### src/common/docc_pkg.sv
// Constants shared by the digital output channel conditioning design.
// Assumes a 250 MHz system clock and a plain word-wide register port.
package docc_pkg;

	// ****************************************
	// Sizes and timing
	// ****************************************
	localparam int NCH = 8;
	localparam int DW = 32;
	localparam int AW = 8;
	localparam int DLYW = 16;
	localparam int CLK_NS = 4;
	localparam int MS_NS = 1000000;
	localparam int MS_CYC = MS_NS / CLK_NS;
	localparam int WD_MS = 500;
	localparam logic [1:0] WD_FAIL_LAST = 2'h2;
	localparam logic [9:0] WD_MS_LAST = 10'(WD_MS - 1);

	// ****************************************
	// Register offsets
	// ****************************************
	localparam logic [AW-1:0] ADDR_CTRL = 8'h00;
	localparam logic [AW-1:0] ADDR_SIM_EN = 8'h04;
	localparam logic [AW-1:0] ADDR_SIM_VAL = 8'h08;
	localparam logic [AW-1:0] ADDR_SIM_INV = 8'h0C;
	localparam logic [AW-1:0] ADDR_EMODE = 8'h10;
	localparam logic [AW-1:0] ADDR_SUBST = 8'h14;
	localparam logic [AW-1:0] ADDR_NEG = 8'h18;
	localparam logic [AW-1:0] ADDR_STATUS = 8'h20;
	localparam logic [AW-1:0] ADDR_LFLT = 8'h24;
	localparam logic [AW-1:0] ADDR_IRQ_STAT = 8'h28;
	localparam logic [AW-1:0] ADDR_IRQ_CLR = 8'h2C;
	localparam logic [AW-1:0] ADDR_IRQ_EN = 8'h30;
	localparam logic [2:0] PAGE_ON_DLY = 3'h2;
	localparam logic [2:0] PAGE_OFF_DLY = 3'h3;

	// ****************************************
	// Fields and values
	// ****************************************
	localparam int CTRL_ACT_BIT = 0;
	localparam int STAT_INV_LSB = 8;
	localparam int STAT_OFF_BIT = 16;
	localparam int STAT_ARM_BIT = 17;
	localparam int IRQ_WD_BIT = 0;
	localparam int IRQ_INV_BIT = 1;
	localparam int NIRQ = 2;
	localparam logic [1:0] EM_CUR = 2'h0;
	localparam logic [1:0] EM_SUB = 2'h1;
	localparam logic [1:0] EM_LAST = 2'h2;
	localparam logic [DW-1:0] ZERO_W = 32'h0000_0000;

	typedef enum logic [1:0] {WD_IDLE, WD_ARMED, WD_OFF} docc_wd_type;

endpackage

### src/core/docc_dly.sv
// One channel's ON-delay and OFF-delay filter.
// Assumes a one-cycle millisecond tick from the parent.
`timescale 1ns/1ps
`default_nettype none
module docc_dly
	import docc_pkg::*;
(
	input wire logic clk_sys,
	input wire logic rst,
	input wire logic ms_tick,
	input wire logic din,
	input wire logic [DLYW-1:0] on_ms,
	input wire logic [DLYW-1:0] off_ms,
	output logic q
);

	logic [DLYW-1:0] cnt_r;
	logic [DLYW-1:0] cnt_nxt;
	logic q_nxt;
	wire logic differ = din != q;
	wire logic [DLYW-1:0] lim = din ? on_ms : off_ms;
	wire logic done = differ && (cnt_r >= lim);

	// ****************************************
	// Filter
	// ****************************************
	assign q_nxt = done ? din : q;
	assign cnt_nxt = (!differ || done) ? '0 : (ms_tick ? cnt_r + 16'h0001 : cnt_r);

	always_ff @(posedge clk_sys)
	begin
		if (rst)
		begin
			q <= 1'b0;
			cnt_r <= '0;
		end
		else
		begin
			q <= q_nxt;
			cnt_r <= cnt_nxt;
		end
	end
endmodule
`default_nettype wire

### src/core/docc_top.sv
// Digital output channel conditioning: source select, error strategy, negation, delays, watchdog.
// Assumes inputs synchronous to clk_sys and a register master that never waits.
//
// The plain strobed port and the placing of the registers are this design's own decisions.
`timescale 1ns/1ps
`default_nettype none

// Functional notes
// - After three failed attempts in a row to talk to the communication unit, outputs go off 500 ms later.
// - There is no line fault detection, so no line fault is ever reported or acted on.
// - In normal mode each channel takes the latest bus value and drives it out.
// - In simulation mode each channel takes its programmed simulated value instead of the bus value.
// - The error strategy runs when the watchdog has expired or when the value carries invalid status.
// - A line fault never starts the substitute strategy.
// - In current value strategy the incoming value, possibly simulated, passes unchanged despite the error.
// - In substitute strategy the channel drives its programmed substitute bit while the error lasts.
// - In last valid strategy the channel holds the last value captured before the fault.
// - With negation on, the channel inverts its output value.
// - Each rise of the output is delayed by the ON-delay in milliseconds, filtering short high pulses.
// - Every channel is active only while the module active setting is on.
// - Each fall of the output is delayed by the OFF-delay in milliseconds, filtering short low gaps.
// - A substitute value is always reported together with invalid status.
module docc_top
	import docc_pkg::*;
#(
	parameter int MS_CYCLES = MS_CYC
)
(
	input wire logic clk_sys,
	input wire logic rst,
	input wire logic [AW-1:0] reg_addr,
	input wire logic [DW-1:0] reg_wdata,
	input wire logic reg_wr,
	input wire logic reg_rd,
	output logic [DW-1:0] reg_rdata,
	input wire logic bus_we,
	input wire logic [NCH-1:0] bus_val,
	input wire logic [NCH-1:0] bus_inv,
	input wire logic com_att,
	input wire logic com_fail,
	output logic [NCH-1:0] dout,
	output logic [NCH-1:0] dout_inv,
	output logic irq
);

	// ****************************************
	// Configuration registers
	// ****************************************
	logic act_r;
	logic [NCH-1:0] sim_r;
	logic [NCH-1:0] sim_val_r;
	logic [NCH-1:0] sim_inv_r;
	logic [2*NCH-1:0] emode_r;
	logic [NCH-1:0] subst_r;
	logic [NCH-1:0] neg_r;
	logic [NIRQ-1:0] irq_en_r;
	logic [NIRQ-1:0] irq_st_r;
	logic [NIRQ-1:0] irq_st_nxt;
	logic [DW-1:0] rdata_nxt;
	logic [DLYW*NCH-1:0] on_flat;
	logic [DLYW*NCH-1:0] off_flat;

	wire logic w_ctrl = reg_wr && reg_addr == ADDR_CTRL;
	wire logic w_sim = reg_wr && reg_addr == ADDR_SIM_EN;
	wire logic w_simv = reg_wr && reg_addr == ADDR_SIM_VAL;
	wire logic w_simi = reg_wr && reg_addr == ADDR_SIM_INV;
	wire logic w_emode = reg_wr && reg_addr == ADDR_EMODE;
	wire logic w_subst = reg_wr && reg_addr == ADDR_SUBST;
	wire logic w_neg = reg_wr && reg_addr == ADDR_NEG;
	wire logic w_iclr = reg_wr && reg_addr == ADDR_IRQ_CLR;
	wire logic w_ien = reg_wr && reg_addr == ADDR_IRQ_EN;
	wire logic [2:0] page = reg_addr[AW-1:5];
	wire logic [2:0] dix = reg_addr[4:2];
	wire logic w_on = reg_wr && page == PAGE_ON_DLY && reg_addr[1:0] == 2'h0;
	wire logic w_off = reg_wr && page == PAGE_OFF_DLY && reg_addr[1:0] == 2'h0;

	always_ff @(posedge clk_sys)
	begin
		if (rst)
		begin
			act_r <= 1'b0;
			sim_r <= '0;
			sim_val_r <= '0;
			sim_inv_r <= '0;
			emode_r <= '0;
			subst_r <= '0;
			neg_r <= '0;
			irq_en_r <= '0;
		end
		else
		begin
			if (w_ctrl)
				act_r <= reg_wdata[CTRL_ACT_BIT];
			if (w_sim)
				sim_r <= reg_wdata[NCH-1:0];
			if (w_simv)
				sim_val_r <= reg_wdata[NCH-1:0];
			if (w_simi)
				sim_inv_r <= reg_wdata[NCH-1:0];
			if (w_emode)
				emode_r <= reg_wdata[2*NCH-1:0];
			if (w_subst)
				subst_r <= reg_wdata[NCH-1:0];
			if (w_neg)
				neg_r <= reg_wdata[NCH-1:0];
			if (w_ien)
				irq_en_r <= reg_wdata[NIRQ-1:0];
		end
	end

	// ****************************************
	// Millisecond tick
	// ****************************************
	logic [31:0] ms_cnt_r;
	logic ms_tick_r;
	wire logic ms_wrap = ms_cnt_r == 32'(MS_CYCLES - 1);

	always_ff @(posedge clk_sys)
	begin
		if (rst)
		begin
			ms_cnt_r <= '0;
			ms_tick_r <= 1'b0;
		end
		else
		begin
			ms_cnt_r <= ms_wrap ? '0 : ms_cnt_r + 32'h0000_0001;
			ms_tick_r <= ms_wrap;
		end
	end

	// ****************************************
	// Communication watchdog
	// ****************************************
	docc_wd_type st_r;
	docc_wd_type st_nxt;
	logic [1:0] fail_cnt_r;
	logic [1:0] fail_cnt_nxt;
	logic [9:0] wd_ms_r;
	logic [9:0] wd_ms_nxt;

	wire logic att_ok = com_att && !com_fail;
	wire logic att_bad = com_att && com_fail;
	wire logic wd_off = st_r == WD_OFF;

	always_comb
	begin
		st_nxt = st_r;
		fail_cnt_nxt = fail_cnt_r;
		wd_ms_nxt = wd_ms_r;
		case (st_r)
			WD_IDLE:
			begin
				if (att_bad && fail_cnt_r == WD_FAIL_LAST)
				begin
					st_nxt = WD_ARMED;
					wd_ms_nxt = '0;
				end
				else if (att_bad)
					fail_cnt_nxt = fail_cnt_r + 2'h1;
			end
			WD_ARMED:
			begin
				if (ms_tick_r && wd_ms_r == WD_MS_LAST)
					st_nxt = WD_OFF;
				else if (ms_tick_r)
					wd_ms_nxt = wd_ms_r + 10'h001;
			end
			WD_OFF:
				st_nxt = WD_OFF;
			default:
				st_nxt = WD_IDLE;
		endcase
		if (att_ok)
		begin
			st_nxt = WD_IDLE;
			fail_cnt_nxt = '0;
		end
	end

	always_ff @(posedge clk_sys)
	begin
		if (rst)
		begin
			st_r <= WD_IDLE;
			fail_cnt_r <= '0;
			wd_ms_r <= '0;
		end
		else
		begin
			st_r <= st_nxt;
			fail_cnt_r <= fail_cnt_nxt;
			wd_ms_r <= wd_ms_nxt;
		end
	end

	// ****************************************
	// Channel conditioning
	// ****************************************
	logic [NCH-1:0] bus_val_r;
	logic [NCH-1:0] bus_inv_r;
	logic [NCH-1:0] lastv_r;
	logic [NCH-1:0] cond_r;
	logic [NCH-1:0] cond_nxt;
	logic [NCH-1:0] rep_inv_nxt;
	logic [NCH-1:0] is_cur;
	logic [NCH-1:0] is_sub;
	logic [NCH-1:0] is_last;
	logic [NCH-1:0] filt;

	wire logic [NCH-1:0] src_w = (sim_r & sim_val_r) | (~sim_r & bus_val_r);
	wire logic [NCH-1:0] srcinv_w = (sim_r & sim_inv_r) | (~sim_r & bus_inv_r);
	wire logic [NCH-1:0] err_w = srcinv_w | {NCH{wd_off}};

	genvar i;
	generate
		for (i = 0; i < NCH; i++)
		begin : g_ch
			logic [DLYW-1:0] on_r;
			logic [DLYW-1:0] off_r;
			wire logic [1:0] mode = emode_r[2*i+1:2*i];
			wire logic sel = (err_w[i] && mode == EM_SUB) ? subst_r[i] :
				(err_w[i] && mode == EM_LAST) ? lastv_r[i] : src_w[i];

			assign is_cur[i] = mode == EM_CUR;
			assign is_sub[i] = mode == EM_SUB;
			assign is_last[i] = mode == EM_LAST;
			assign cond_nxt[i] = sel ^ neg_r[i];
			assign rep_inv_nxt[i] = (err_w[i] && mode != EM_CUR) || srcinv_w[i];
			assign on_flat[DLYW*i +: DLYW] = on_r;
			assign off_flat[DLYW*i +: DLYW] = off_r;

			always_ff @(posedge clk_sys)
			begin
				if (rst)
				begin
					on_r <= '0;
					off_r <= '0;
				end
				else
				begin
					if (w_on && dix == 3'(i))
						on_r <= reg_wdata[DLYW-1:0];
					if (w_off && dix == 3'(i))
						off_r <= reg_wdata[DLYW-1:0];
				end
			end

			docc_dly u_dly (
				.clk_sys(clk_sys),
				.rst(rst),
				.ms_tick(ms_tick_r),
				.din(cond_r[i]),
				.on_ms(on_r),
				.off_ms(off_r),
				.q(filt[i])
			);
		end
	endgenerate

	always_ff @(posedge clk_sys)
	begin
		if (rst)
		begin
			bus_val_r <= '0;
			bus_inv_r <= '0;
			lastv_r <= '0;
			cond_r <= '0;
			dout <= '0;
			dout_inv <= '0;
		end
		else
		begin
			if (bus_we)
			begin
				bus_val_r <= bus_val;
				bus_inv_r <= bus_inv;
			end
			lastv_r <= (lastv_r & err_w) | (src_w & ~err_w);
			cond_r <= cond_nxt;
			dout <= filt & {NCH{act_r && !wd_off}};
			dout_inv <= rep_inv_nxt;
		end
	end

	// ****************************************
	// Interrupts and register read
	// ****************************************
	wire logic [NIRQ-1:0] ev = {bus_we && (|bus_inv), st_r == WD_ARMED && st_nxt == WD_OFF};
	wire logic [NIRQ-1:0] clr = w_iclr ? reg_wdata[NIRQ-1:0] : '0;

	assign irq_st_nxt = (irq_st_r & ~clr) | ev;
	assign rdata_nxt = !reg_rd ? ZERO_W :
		reg_addr == ADDR_CTRL ? DW'(act_r) :
		reg_addr == ADDR_SIM_EN ? DW'(sim_r) :
		reg_addr == ADDR_SIM_VAL ? DW'(sim_val_r) :
		reg_addr == ADDR_SIM_INV ? DW'(sim_inv_r) :
		reg_addr == ADDR_EMODE ? DW'(emode_r) :
		reg_addr == ADDR_SUBST ? DW'(subst_r) :
		reg_addr == ADDR_NEG ? DW'(neg_r) :
		reg_addr == ADDR_STATUS ? DW'({st_r == WD_ARMED, wd_off, dout_inv, dout}) :
		reg_addr == ADDR_IRQ_STAT ? DW'(irq_st_r) :
		reg_addr == ADDR_IRQ_EN ? DW'(irq_en_r) :
		(page == PAGE_ON_DLY && reg_addr[1:0] == 2'h0) ? DW'(on_flat[DLYW*dix +: DLYW]) :
		(page == PAGE_OFF_DLY && reg_addr[1:0] == 2'h0) ? DW'(off_flat[DLYW*dix +: DLYW]) :
		ZERO_W;

	always_ff @(posedge clk_sys)
	begin
		if (rst)
		begin
			irq_st_r <= '0;
			irq <= 1'b0;
			reg_rdata <= ZERO_W;
		end
		else
		begin
			irq_st_r <= irq_st_nxt;
			irq <= |(irq_st_r & irq_en_r);
			reg_rdata <= rdata_nxt;
		end
	end
endmodule
`default_nettype wire

### config.mk
export PLATFORM = sky130hd
export DESIGN_NAME = docc_top
export DESIGN_NICKNAME = d
export VERILOG_FILES = /design/src/common/docc_pkg.sv /design/src/core/docc_dly.sv /design/src/core/docc_top.sv
export SDC_FILE = /design/constraint.sdc
export NUM_CORES = 2
export LEC_CHECK = 0
export ABC_AREA = 1
export BUFFER_PORTS_ARGS = -buffer_cell sky130_fd_sc_hd__buf_2
export CELL_PAD_IN_SITES_DETAIL_PLACEMENT = 1
export CELL_PAD_IN_SITES_GLOBAL_PLACEMENT = 2
export CORE_MARGIN = 2
export CORE_UTILIZATION = 38
export CTS_BUF_LIST = sky130_fd_sc_hd__clkbuf_4
export DETAILED_ROUTE_END_ITERATION = 12
export GPL_ROUTABILITY_DRIVEN = 0
export PLACE_DENSITY = 0.92
export SLEW_MARGIN = 20
export SYNTH_ARGS = -nofsm -noshare
export SYNTH_HDL_FRONTEND = slang
export SYNTH_HIERARCHICAL = 1
export SYNTH_SLANG_ARGS = --single-unit
### constraint.sdc
create_clock -name clk_sys -period 3.15 [get_ports clk_sys]
set_input_delay 0.1575 -clock clk_sys [delete_from_list [all_inputs] [get_ports clk_sys]]
set_output_delay 0.1575 -clock clk_sys [all_outputs]
set_load 0.01 [all_outputs]
## After elaboration in Yosys (flattened, before gate mapping)

Index checks and enable logic that the tools add are counted.

| storage, ports and cells | value |
|---|---|
| register bits | 581 |
| input port bits | 63 |
| output and inout bits | 49 |
| logic and storage cells | 331 |

| operators by class | value |
|---|---|
| add/sub/neg operators | 11 |
| order comparisons | 8 |
| equality and inequality tests | 52 |
| shifts and indexed selects | 2 |
| mux-type cells | 45 |
| bitwise operators | 27 |
| reduce and logical (&&, ||, !) cells | 128 |

Operators by type and width:

| operator | count |
|---|---|
| indexed part select 128 x 8 -> 16 bit | 2 |
| two-way mux 16 bit | 15 |
| adder 16 x 1 -> 16 bit, second input constant | 8 |
| >= comparator 16 bit | 8 |
| logical AND 1 bit | 70 |
| bitwise AND 8 bit | 7 |
| adder 32 x 1 -> 32 bit, second input constant | 1 |
| equality test 32 x 18 -> 1 bit, second input constant | 1 |
| equality test 8 x 6 -> 1 bit, second input constant | 4 |
| OR 8 bit | 4 |
| two-way mux 10 bit | 3 |
| equality test 8 x 5 -> 1 bit, second input constant | 3 |
| two-way mux 8 bit | 3 |
| OR reduction 2 bit | 12 |
| equality test 2 bit, second input constant | 11 |
| case mux 10 bit (2 select lines) | 1 |
| equality test 2 x 1 -> 1 bit, second input constant | 9 |
| two-way mux 18 bit | 1 |
| nonzero test 2 bit | 9 |
| two-way mux 1 bit | 17 |
| equality test 8 x 4 -> 1 bit, second input constant | 2 |
| logical OR 1 bit | 16 |
| inverter 8 bit | 2 |
| OR reduction 13 bit | 1 |
| other kinds (26) | 63 |

## Longest topological paths before layout

| logic depth | value |
|---|---|
| depth in word-level cells | 14 |
| gate-level depth with buffers | 14 |
| depth with buffers taken out | 13 |

## Modules after synthesis

The synthesis kept the hierarchy.

By module, submodules not included:

| module | instances | cells each | area an instance (µm²) | seq. area each (µm²) |
|---|---|---|---|---|
| docc_top | 1 | 2669 | 18860.6 | 8628.3 |
| docc_dly at g_ch[0].u_dly ... | 4 | 193 | 1440.1 | 340.3 |
| docc_dly at g_ch[2].u_dly ... | 3 | 194 | 1430.1 | 340.3 |
| docc_dly at g_ch[5].u_dly | 1 | 193 | 1420.1 | 340.3 |

## Worst setup path after synthesis

OpenSTA, ideal clock, no wires.

| timing | value |
|---|---|
| path kind | register to register |
| start point | register ms_tick_r |
| end point | register wd_ms_r[2] |
| library setup time | 115 ps |
| data arrival time | 2128 ps |
| required time | 3035 ps |
| path slack | 907 ps |
| stages on the path, launching flop included | 9 |
| path buffers | 1 |
| clock period less this slack | 2243 ps |
| cells stage by stage | dfxtp_1 > inv_1 > nor3_1 > nand4_1 > nand2_1 > clkbuf_1 > nor2_1 > xor2_1 > nor2_1 |

| between the ends | value |
|---|---|
| word-level cells in the longest chain between the ends | 3 |
| elaborated cells on any way between the ends | 4 |
| those cells by class | eq/ne (2); reduce/logical (2) |

RTL lines:

| what | RTL line | RTL |
|---|---|---|
| start, declared | docc_top.sv:115 | `logic ms_tick_r;` |
| start signal, assigned | docc_top.sv:128 | `ms_tick_r <= ms_wrap;` |
| logical AND 1 bit | docc_top.sv:164 | `if (ms_tick_r && wd_ms_r == WD_MS_LAST)` |
| != test 2 bit (no line) | n/a |  |
| AND reduction 4 bit (no line) (*) | n/a |  |
| end signal, assigned | docc_top.sv:193 | `wd_ms_r <= wd_ms_nxt;` |
| end, declared | docc_top.sv:139 | `logic [9:0] wd_ms_r;` |

Every way passes the cells marked *; elsewhere a longest branch is shown, timed or not.
A chain may end at the register's enable or synchronous reset.

## Final worst setup path

| timing | value |
|---|---|
| start point | input reg_addr[2] |
| end point | register irq_st_r[0] |

| between the ends | value |
|---|---|
| word-level cells in the longest chain between the ends | 6 |

RTL lines:

| what | RTL line | RTL |
|---|---|---|
| start, declared | docc_top.sv:31 | `input wire logic [AW-1:0] reg_addr,` |
| equality test 8 x 6 -> 1 bit | docc_top.sv:70 | `wire logic w_iclr = reg_wr && reg_addr == ADDR_IRQ_CLR;` |
| logical AND 1 bit | docc_top.sv:70 |  |
| two-way mux 2 bit | docc_top.sv:290 | `wire logic [NIRQ-1:0] clr = w_iclr ? reg_wdata[NIRQ-1:0] : '0;` |
| inverter 2 bit | docc_top.sv:292 | `assign irq_st_nxt = (irq_st_r & ~clr) \| ev;` |
| bitwise AND 2 bit | docc_top.sv:292 |  |
| OR 2 bit | docc_top.sv:292 |  |
| end signal, assigned | docc_top.sv:318 | `irq_st_r <= irq_st_nxt;` |
| end, declared | docc_top.sv:57 | `logic [NIRQ-1:0] irq_st_r;` |

No other way between the ends.

==> impl_metrics.tcl <==
set metrics [dict create \
    cts_buffer_depth 3 \
    holdCritPathClass "input pin to flop" \
    clockPowerShare_pct 46.6 \
    internal_power_uw 11270 \
    ant_nets 0 \
    wl_met1_mm 49.19 \
    cp_cell_sequence "dlygate4sd3_1, buf_2, buf_4, nand2_2, buf_4, nor2_1, dlygate4sd3_1, nand3b_1, dlygate4sd3_1, nor2_1, o22ai_1, dlygate4sd3_1" \
    setup-tns-final_ns 0 \
    yosysUniqueCellTypes 54 \
    syn_avg_cell_area_um2 7.194 \
    outcome "finished, final reports clean" \
    yosys.area.top_type "dfxtp_1" \
    final_area_mm2 0.03465 \
    multi_input_area_mm2 0.01645 \
    crit_family "buffers and inverters" \
    power_frac_seq_pct 46.8 \
    power_frac_comb_pct 6.6 \
    worstHoldStart "com_att" \
    fin_skew_ns 0.09611 \
    reg2reg_from "cond_r[0]" \
    worstSetupEndpointType "flop" \
    slowest_delay_ns 0.62 \
    drive_above_1_share_pct 12.55 \
    cts_resized 0 \
    switching_share_pct 27.26 \
    ys_seq_area_share_pct 37.42 \
    rr_worst_depth 12 \
    grt_max_degree 199 \
    cts_root_buf "clkbuf_4" \
    start_util_pct 38.39 \
    vias 29456 \
    synthesis.area_mm2 0.03033 \
    area_growth_syn_to_layout_pct 14.22 \
    min_period_ns 3.033 \
    place_area_mm2 0.03151 \
    synth_edf_count 0 \
    drt_iter0_drc 1948 \
    p_leak_uw 0.01396 \
    fp-row-count 103 \
    fin_util_pct 43.86 \
    n_fill_cell 10117 \
    gr-usage-all-layers_pct 26.78 \
    hold_viol 0 \
    core_mm2 0.07900 \
    cpMostUsedCell "dlygate4sd3_1" \
    wire_per_inst_um 19.82 \
    p_switching_uw 4226 \
    ys_ff_latch 567 \
    crit_path_start_kind "input pin" \
    drc 0 \
    regArea_mm2 0.01135 \
    htreeDepth 4 \
    dr.pass1.iters 5 \
    dieWidth_um 286.5 \
    antenna_found_initial 4 \
    cp_slowest_cell "dlygate4sd3_1" \
    max_cap_viol_count 0 \
    cp.arrival_ns 3.95 \
    fp.dieH_um 286.5 \
    cts_num_sinks 567 \
    worstMarginPinSlew_ns 1.033 \
    synth_ff_type "dfxtp_1" \
    first_global_vias 29301 \
    timing.fmax_ghz 0.3297 \
    io_pins 112 \
    top_layer_used "met5" \
    cp.required_ns 4.07 \
    routed_wl_mm 111.0 \
    wl_met3_mm 7.779 \
    cp_max_fo 22 \
    port_buffers 81 \
    hpwlAfterDp_mm 77.78 \
    fin_crit_sh_pct 96.29 \
    die_area_mm2 0.08210 \
    cp_num_buf_inv 7 \
    slew_viol_final 0 \
    clk_latency_ns 1.07 \
    rrSetupSlack_ns 0.54 \
    p_per_area_mw_per_mm2 447.4 \
    hold_end "fail_cnt_r[0]" \
    setup_viol 0 \
    path_clk_slew_ns 0.07 \
    stdcell_count 5600 \
    rsz0062_at_grt "no" \
    async_reset_ff_share_pct 0 \
    dr_wl_met2_mm 49.33 \
    hold-path-cell-count 5 \
    grt_overflow 0 \
    nets 4632 \
    viasPerCell 5.260 \
    yosys_warnings 6 \
    maxSlewHeadroom_pct 31.08 \
    post-place-cells 5213 \
    grt_pass1_wl_mm 170.3 \
    synth_top_area_share_pct 37.42 \
    syn_inst 4216 \
    synth_area_leaders "dfxtp_1 (37%), nand2_1 (9.6%), nor2_1 (8.6%), o21ai_0 (6.5%), ha_1 (5.7%)" \
    max-vdd-ir-drop_uv 271.1 \
    critical_path_class "input pin to flop" \
    timing.rr.end "g_ch[0].u_dly/cnt_r[2]" \
    cts_tree "built" \
    cts_buffers 162 \
]
-- metrics by stage --
| stage | total power, µW | hold WS (ns) | setup WS (ns) |
|---|---|---|---|
| floorplan | 7954 | 0.2924 | 0.9069 |
| global placement | 8274 | 0.3842 | 0.5825 |
| detailed placement | 8290 | 0.3909 | 0.5557 |
| CTS | 15610 | 0.005145 | 0.2118 |
| global route | 16120 | 0.1062 | 0.005942 |
| finish | 15500 | 0.1107 | 0.1168 |
-- state kept, by name, summed over array words and instances, names as in the netlist, 10 cells and up, named ones only --
| name | flops |
|---|---|
| g_ch.on_r | 128 |
| reg_rdata | 18 |
| g_ch.off_r | 128 |
| ms_cnt_r | 32 |
| wd_ms_r | 10 |
| emode_r | 16 |
| g_ch.u_dly/cnt_r | 128 |
-- power by group through the flow --
stage,Sequential (µW),Combinational (µW),Clock (µW)
floorplan,7400,551,0
CTS,7250,976,7380
global placement,7410,862,0
finish,7260,1020,7230
detailed placement,7410,877,0
global route,7250,1080,7790
-- worst max path at each step --
stage                           start                 to  slack, ns  cells past startpoint
after floorplan             ms_tick_r         wd_ms_r[2]       0.91                      8
after global placement    reg_addr[2]  g_ch[4].off_r[14]       0.58                     10
after detailed placement  reg_addr[2]  g_ch[4].off_r[13]       0.56                     10
after CTS                 reg_addr[1]        irq_st_r[0]       0.21                     12
after global routing      reg_addr[2]        irq_st_r[0]      0.006                     12
final                     reg_addr[2]        irq_st_r[0]       0.12                     12
-- cell families (layout without fill, tap and decap cells) --
kind of cell	Yosys count	in the layout	synth area share, %
multiplexers	138	138	4.587
XOR/XNOR	95	95	2.743
AO/OA/AOI/OAI	779	779	13.41
AND/OR/NAND/NOR	1877	1877	27.58
flip-flops	567	567	37.42
buffers and inverters	620	940	8.506
adder cells (fa/ha/maj)	139	139	5.734
other	1	15	0.01236
-- worst min-delay path, cell delays in order --
cell and delay [ns]:
dlygate4sd3_1 0.54, buf_2 0.12, nand4_1 0.15, nand2_1 0.10, a21oi_1 0.06
-- area by class of cell --
cell class                 count  share of cell area [%]
multi-input combinational   3042                   47.49
sequential                   567                   32.77
timing repair buffer         234                   5.265
clock buffer                 239                   5.179
inverter                     423                   4.608
tap                         1050                   3.792
clock inverter                44                  0.8920
antenna                        1                0.007223
-- metal layers --
metal,GRT usage [%],vias up
met5,0,-
met4,12.21,4
met3,5.859,235
met2,42.20,886
met1,34.94,14076
li1,-,14255
-- synth_stat cells, drive strengths merged (4+ instances only) --
library cell	instances
a21oi	283
a22oi	13
a31oi	6
buf	89
clkbuf	108
clkinv	5
dfxtp	567
ha	139
inv	418
mux2	8
mux2i	130
nand2	807
nand3	116
nand3b	11
nand4	91
nor2	743
nor3	66
nor3b	6
nor4	9
o211ai	12
o21ai	416
o22ai	30
o31ai	4
or2	28
xnor2	11
xor2	84
-- placed cells by master, fill, tap and decap left out, types with 8 or more instances in the layout --
master	n
xnor2_1	11
or2_2	26
o22ai_1	30
nand4_4	12
a21oi_1	283
o21ai_1	21
conb_1	14
nand2_1	778
nor4_1	9
inv_2	27
nor2_1	695
nand4_1	71
xor2_1	84
inv_1	392
clkinv_1	30
o21ai_0	394
nand3_1	114
nor2_4	20
a22oi_1	13
mux2i_1	130
nor3_1	46
nand3b_1	11
dfxtp_1	566
ha_1	139
buf_2	81
clkbuf_4	239
buf_4	49
mux2_2	8
nor3_4	10
nand4_2	8
o211ai_1	12
dlygate4sd3_1	103
nor2_2	27
nand2_2	29
nor3_2	10
-- repair_timing --
| item | in CTS | in global routing |
|---|---|---|
| hold buffers | 103 | 1 |
| endpoints found under the hold margin | 377 | 12 |
| endpoints found under the setup margin | 0 | 1 |
| buffers inserted | 0 | 0 |
Power figures use the tool's default switching activity.
